==> config.mk <==
export PLATFORM = sky130hd
export DESIGN_NAME = srg_shift_register
export DESIGN_NICKNAME = d
export VERILOG_FILES = /design/src/hw/srg_pkg.sv /design/src/hw/srg_shift_register.sv
export SDC_FILE = /design/constraint.sdc
export NUM_CORES = 1
export LEC_CHECK = 0
export BUFFER_PORTS_ARGS = -buffer_cell sky130_fd_sc_hd__buf_2
export CORE_ASPECT_RATIO = 0.7
export CORE_MARGIN = 2
export CORE_UTILIZATION = 45
export DETAILED_ROUTE_END_ITERATION = 10
export PLACE_DENSITY = 0.71
export SLEW_MARGIN = 10
export SYNTH_ARGS = -nofsm -noshare
export SYNTH_HDL_FRONTEND = slang
export SYNTH_HIERARCHICAL = 1
export SYNTH_SLANG_ARGS = --single-unit
==> constraint.sdc <==
create_clock -name mclk -period 5.7 [get_ports mclk]
set_input_delay 0.57 -clock mclk [delete_from_list [all_inputs] [get_ports mclk]]
set_output_delay 0.57 -clock mclk [all_outputs]
set_load 0.02 [all_outputs]
==> src/hw/srg_pkg.sv <==
package srg_pkg;
   localparam int STAGE_COUNT = 8;
   localparam int SEL_WIDTH = 3;
   localparam logic [STAGE_COUNT-1:0] STAGE_RESET = 8'h00;
   localparam int FIFO_DEPTH = 32;
   localparam int CLK_PERIOD_NS = 100;
   // one program cycle of the controller
   localparam int EVAL_PERIOD_NS = 100000;
   localparam int EVAL_TICKS = EVAL_PERIOD_NS / CLK_PERIOD_NS;
   localparam int SYNC_STAGES = 3;
   localparam int PIN_COUNT = 4;
   localparam int PIN_DATA = 0;
   localparam int PIN_TRIG = 1;
   localparam int PIN_DIR = 2;
   localparam int PIN_RESTART = 3;

   typedef struct packed {
      logic shiftDown;
      logic dataBit;
   } srg_shift_t;

   localparam int SHIFT_WIDTH = $bits(srg_shift_t);
endpackage : srg_pkg

==> src/hw/srg_shift_register.sv <==
// Behaviour
// - trigger rising edge samples input, one shift
// - trigger falling edge does nothing
// - direction low: input into first_stage, shift up
// - direction high: input into last_stage, shift down
// - output follows configured stage
// - non-retentive restart clears all stages
// - retentive restart keeps all stages together
// - stage selection and retentivity fixed while running
`timescale 1ns/1ns

module srg_fifo #(
   parameter int WIDTH = 2,
   parameter int DEPTH = 32
) (
   // clock and reset
   input wire logic mclk,
   input wire logic nrst,
   // fill side
   input wire logic inValid,
   output logic inReady,
   input wire logic [WIDTH-1:0] inData,
   // drain side
   output logic outValid,
   input wire logic outReady,
   output logic [WIDTH-1:0] outData
);
   localparam int AW = $clog2(DEPTH);
   localparam logic [AW:0] DEPTH_C = (AW + 1)'(DEPTH);
   logic [WIDTH-1:0] mem_reg [DEPTH];
   logic [AW-1:0] wrPtr_reg;
   logic [AW-1:0] rdPtr_reg;
   logic [AW:0] count_reg;
   logic doWrite;
   logic doRead;

   assign inReady = count_reg != DEPTH_C;
   assign outValid = count_reg != '0;
   assign outData = mem_reg[rdPtr_reg];
   assign doWrite = inValid && inReady;
   assign doRead = outValid && outReady;

   always_ff @(posedge mclk)
   begin
      if (doWrite)
         mem_reg[wrPtr_reg] <= inData;
   end

   always_ff @(posedge mclk or negedge nrst)
   begin
      if (!nrst)
         {wrPtr_reg, rdPtr_reg, count_reg} <= '0;
      else
      begin
         if (doWrite)
            wrPtr_reg <= (wrPtr_reg == AW'(DEPTH - 1)) ? '0 : wrPtr_reg + 1'b1;
         if (doRead)
            rdPtr_reg <= (rdPtr_reg == AW'(DEPTH - 1)) ? '0 : rdPtr_reg + 1'b1;
         if (doWrite && !doRead)
            count_reg <= count_reg + 1'b1;
         else if (doRead && !doWrite)
            count_reg <= count_reg - 1'b1;
      end
   end
endmodule : srg_fifo

module srg_shift_register
   import srg_pkg::*;
#(
   parameter int EVAL_CYCLES = EVAL_TICKS
) (
   // clock and reset
   input wire logic mclk,
   input wire logic nrst,
   // pins from outside
   input wire logic dataIn,
   input wire logic trigger,
   input wire logic direction,
   input wire logic restart,
   // configuration, caught after reset release
   input wire logic [SEL_WIDTH-1:0] outSelect,
   input wire logic retainEn,
   // same-clock stall of the shift engine
   input wire logic holdShift,
   // results
   output logic q,
   output logic overrun
);
   logic [PIN_COUNT-1:0] pins;
   logic [PIN_COUNT-1:0] sync1_reg;
   logic [PIN_COUNT-1:0] sync2_reg;
   logic [PIN_COUNT-1:0] sync3_reg;
   logic [PIN_COUNT-1:0] level_reg;
   logic [15:0] divCnt_reg;
   logic tick_reg;
   logic trigPrev_reg;
   logic restartPrev_reg;
   logic restartPulse;
   logic cfgDone_reg;
   logic [SEL_WIDTH-1:0] sel_reg;
   logic retain_reg;
   logic [STAGE_COUNT-1:0] stages_reg;
   logic [STAGE_COUNT-1:0] stages_next;
   logic push;
   logic pushReady;
   logic popValid;
   logic pop;
   srg_shift_t pushReq;
   srg_shift_t popReq;
   logic [SHIFT_WIDTH-1:0] popRaw;

   function automatic logic stageBit(input logic [STAGE_COUNT-1:0] s,
                                     input logic [SEL_WIDTH-1:0] idx);
      stageBit = s[idx];
   endfunction : stageBit

   assign pins = {restart, direction, trigger, dataIn};

   // three-stage synchronisers; level moves only when stages two and three agree
   genvar gi;
   generate
      for (gi = 0; gi < PIN_COUNT; gi++)
      begin : g_sync
         always_ff @(posedge mclk or negedge nrst)
         begin
            if (!nrst)
               {sync1_reg[gi], sync2_reg[gi], sync3_reg[gi], level_reg[gi]} <= 4'h0;
            else
            begin
               sync1_reg[gi] <= pins[gi];
               sync2_reg[gi] <= sync1_reg[gi];
               sync3_reg[gi] <= sync2_reg[gi];
               if (sync2_reg[gi] == sync3_reg[gi])
                  level_reg[gi] <= sync3_reg[gi];
            end
         end
      end
   endgenerate

   // program cycle enable
   always_ff @(posedge mclk or negedge nrst)
   begin
      if (!nrst)
         {divCnt_reg, tick_reg} <= '0;
      else if (divCnt_reg == 16'(EVAL_CYCLES - 1))
      begin
         divCnt_reg <= '0;
         tick_reg <= 1'b1;
      end
      else
      begin
         divCnt_reg <= divCnt_reg + 16'h0001;
         tick_reg <= 1'b0;
      end
   end

   // configuration caught once after release, then frozen
   always_ff @(posedge mclk or negedge nrst)
   begin
      if (!nrst)
         {cfgDone_reg, sel_reg, retain_reg} <= '0;
      else if (!cfgDone_reg)
      begin
         cfgDone_reg <= 1'b1;
         sel_reg <= outSelect;
         retain_reg <= retainEn;
      end
   end

   // trigger level kept per program cycle
   always_ff @(posedge mclk or negedge nrst)
   begin
      if (!nrst)
         trigPrev_reg <= 1'b0;
      else if (tick_reg)
         trigPrev_reg <= level_reg[PIN_TRIG];
   end

   always_ff @(posedge mclk or negedge nrst)
   begin
      if (!nrst)
         restartPrev_reg <= 1'b0;
      else
         restartPrev_reg <= level_reg[PIN_RESTART];
   end

   assign restartPulse = level_reg[PIN_RESTART] && !restartPrev_reg;
   // only 0 to 1 produces a request, 1 to 0 is ignored
   assign push = tick_reg && level_reg[PIN_TRIG] && !trigPrev_reg;
   assign pushReq.shiftDown = level_reg[PIN_DIR];
   assign pushReq.dataBit = level_reg[PIN_DATA];

   srg_fifo #(
      .WIDTH(SHIFT_WIDTH),
      .DEPTH(FIFO_DEPTH)
   ) i_srg_fifo (
      .mclk(mclk),
      .nrst(nrst),
      .inValid(push),
      .inReady(pushReady),
      .inData(pushReq),
      .outValid(popValid),
      .outReady(!holdShift && !restartPulse),
      .outData(popRaw)
   );

   assign popReq = srg_shift_t'(popRaw);
   assign pop = popValid && !holdShift && !restartPulse;

   // lost edge when the queue is full
   always_ff @(posedge mclk or negedge nrst)
   begin
      if (!nrst)
         overrun <= 1'b0;
      else if (push && !pushReady)
         overrun <= 1'b1;
   end

   always_comb
   begin
      if (!popReq.shiftDown)
         stages_next = {stages_reg[STAGE_COUNT-2:0], popReq.dataBit};
      else
         stages_next = {popReq.dataBit, stages_reg[STAGE_COUNT-1:1]};
   end

   always_ff @(posedge mclk or negedge nrst)
   begin
      if (!nrst)
         stages_reg <= STAGE_RESET;
      else if (restartPulse)
      begin
         if (!retain_reg)
            stages_reg <= STAGE_RESET;
      end
      else if (pop)
         stages_reg <= stages_next;
   end

   always_ff @(posedge mclk or negedge nrst)
   begin
      if (!nrst)
         q <= 1'b0;
      else
         q <= stageBit(stages_reg, sel_reg);
   end
endmodule : srg_shift_register

==> results.tsv <==
metric	value	unit
XOR/XNOR share of the synthesized area	1.84	%
crit-path max FO	18	
maxcap violations	0	
setup TNS	0	ns
Final Core Density	52.8	%
Synth area leader	edfxtp_1	
vias in the first global route	3518	
sequential element share of the synthesized area	62.5	%
port bufs	12	
Synth Flop Type	dfrtp_1	
WP data required	5.99	ns
clk_lat worst skew	0.41	ns
most common cell after layout, fill and taps aside	dfrtp_1	
gr ovfl total	0	
first-pass GRT wire length	18200	microns
Max Clock Skew	0.00924	ns
Rows	34	
part of the cycle the worst path needs	56.5	%
all-layer global routing usage	17.1	%
initial antenna violation count	0	
pre-CTS WS	2.54	ns
die extent in x	139	microns
Fill cells	1026	
vias per cell	5.58	
fin. max-slew vios	0	
number of synthesized register bits	130	
async set-or-reset flop fraction in the synthesized netlist	50.8	%
ratio of cells with drive above 1 in the final layout	20.0	%
Post-Syn Nets	438	
reg2reg end	stages_reg[1]	
Post-Synth Adder-Cell Area	4.11	%
Post-CTS Resized	0	
P_leak	2.52	nW
Hold Path Cell Cnt	1	
kind of end point of the critical path	flip-flop	
Hold EP	sync1_reg[1]	
Setup CP Type	reg2reg	
max reg flops	64	
Detailed Route WL	10600	microns
Synth Area in Compound Gates	6.15	%
clock root buffer	clkbuf_16	
Netlist cell types	52	
CTS tree	yes	
number of synthesized flops with an enable pin	64	
NumNets Final	457	
crit path DAT	3.51	ns
sequential cell area	3570	sq um
Worst R2R Path Depth	7	
Longest Clk Path Bufs	2	
Critical Path Source Type	flip-flop	
Pre-Repair DR Iteration Count	4	
Synth area leaders	edfxtp_1 34%, dfrtp_1 29%, mux4_2 5.5%	
Slew Limit Headroom	29.3	%
Final Hold Vio Count	0	
post-DR wirelength/cell	17.5	microns
min Tclk post-route	3.22	ns
clk slew on worst S/H paths	0.06	ns
die area	13600	sq um
clk sinks	130	
Hold WS	0.264	ns
post-synthesis cell area	5720	sq um
reg2reg start	i_srg_fifo/rdPtr_reg[0]	
final worst slack	2.48	ns
# DRC	0	
fmax	311	MHz
syn avg cell area	13.9	sq um
Initial Utilization	46.0	%
flop-to-flop setup slack	2.48	ns
largest net degree at the start of global routing	67	
worst-margin pin slew	1.06	ns
final setup fails	0	
DR vias	3379	
worst vdd ir	0.000301	V
Power Dens Cells	442	nW/um^2
Die H	98.3	microns
main combinational cell family by area after synthesis	simple AND/OR/NAND/NOR gates	
status	complete, no violations	
Mapped Cells	412	
Antenna Violating Nets Remaining	0	
mux cell area share after synthesis	11.7	%
starting DRC count in detailed routing	269	
Placer Congestion	0.873	
core footprint	12400	sq um
I/O pins	13	
area delta synth->final	14.7	%
H-tree Lvls	4	
simple-gate area share of the yosys netlist	11.8	%
footprint of the multi-input gates	2040	sq um
hold path start	trigger	
# Post-CTS Setup Buffers	0	
Worst Hold Class	in2reg	
top cell type's share of synthesized area	33.6	%
yosys warns	6	
number of diodes	0	
unrepaired setup endpoints after global routing	no	
Detail Placement HPWL	6880	microns
CTS buffer count	17	
cts hold-fix bufs	0	
most frequent cells in the layout	66 x dfrtp_1, 64 x edfxtp_1, 51 x nor2_1	
-- worst max-delay path by stage --
stage / startpoint / endpoint / slack, ns / cells past startpoint
3_5_place_dp: i_srg_fifo/rdPtr_reg[0] / stages_reg[4] / 2.54 / 7
6_report: i_srg_fifo/rdPtr_reg[0] / stages_reg[1] / 2.48 / 7
2_1_floorplan: i_srg_fifo/count_reg[1] / i_srg_fifo/count_reg[4] / 3.02 / 10
5_1_grt: i_srg_fifo/rdPtr_reg[0] / stages_reg[4] / 2.20 / 7
4_1_cts: i_srg_fifo/rdPtr_reg[0] / stages_reg[1] / 2.48 / 7
3_3_place_gp: i_srg_fifo/rdPtr_reg[0] / stages_reg[0] / 2.61 / 7
-- layer usage --
metal  part of all wire (%)  global-route usage (%)
met2                     45                    25.2
met3                    5.2                    5.89
met5                      0                       0
met4                   0.58                    4.90
met1                     49                    24.4
-- report_power, final --
group          switching [mW]  internal, mW
Combinational           0.252         0.311
Sequential              0.162          1.07
Clock                   0.393         0.715
-- area by class of cell --
class,count,share of cell area (%)
clock buffers,22,8.22
clock inverters,10,1.37
inverters,13,0.744
multi-input cells,256,31.1
flip-flops and latches,130,54.5
well taps,162,3.09
repair buffers,13,1.03
-- metrics by stage --
step	instances	power, mW	instance area [sq um]
floorplan	412	1.67	5720
CTS	606	2.92	6560
finish	606	2.90	6560
detailed placement	574	1.80	5930
global route	606	3.05	6560
global placement	574	1.78	5930
-- cells in the mapped netlist (4+ instances only) --
master	instances
nand3_1	8
mux4_2	14
nor2b_1	6
nor4_1	6
xnor2_1	4
maj3_1	4
nand3b_1	5
nor2_1	51
a21oi_1	10
nand2_1	20
mux2_2	15
a211oi_1	5
clkbuf_1	7
mux2i_1	16
edfxtp_1	64
or3_1	6
xor2_1	8
o21ai_0	14
dfrtp_1	66
o31ai_1	4
inv_1	12
ha_1	14
nor3_1	4
-- worst max-delay path, cell delays in order, from the launching register on --
cell and delay, ns:
dfrtp_1 0.72, or3b_2 0.66, o221ai_1 0.22, a211oi_1 0.07
a21oi_1 0.79, mux2i_1 0.30, nor2_1 0.06, mux2_2 0.29
-- cell families (layout without fill, tap and decap cells) --
kind of cell               Yosys count  after routing
buffers and inverters               26             58
AOI/OAI and AO/OA                   49             49
xor gates and xnor gates            12             12
and+or+nand+nor                    129            129
adders and majority gates           19             19
muxes                               46             46
DFF                                130            130
other                                1              1
No activity file was read; power rests on OpenSTA's default activity.
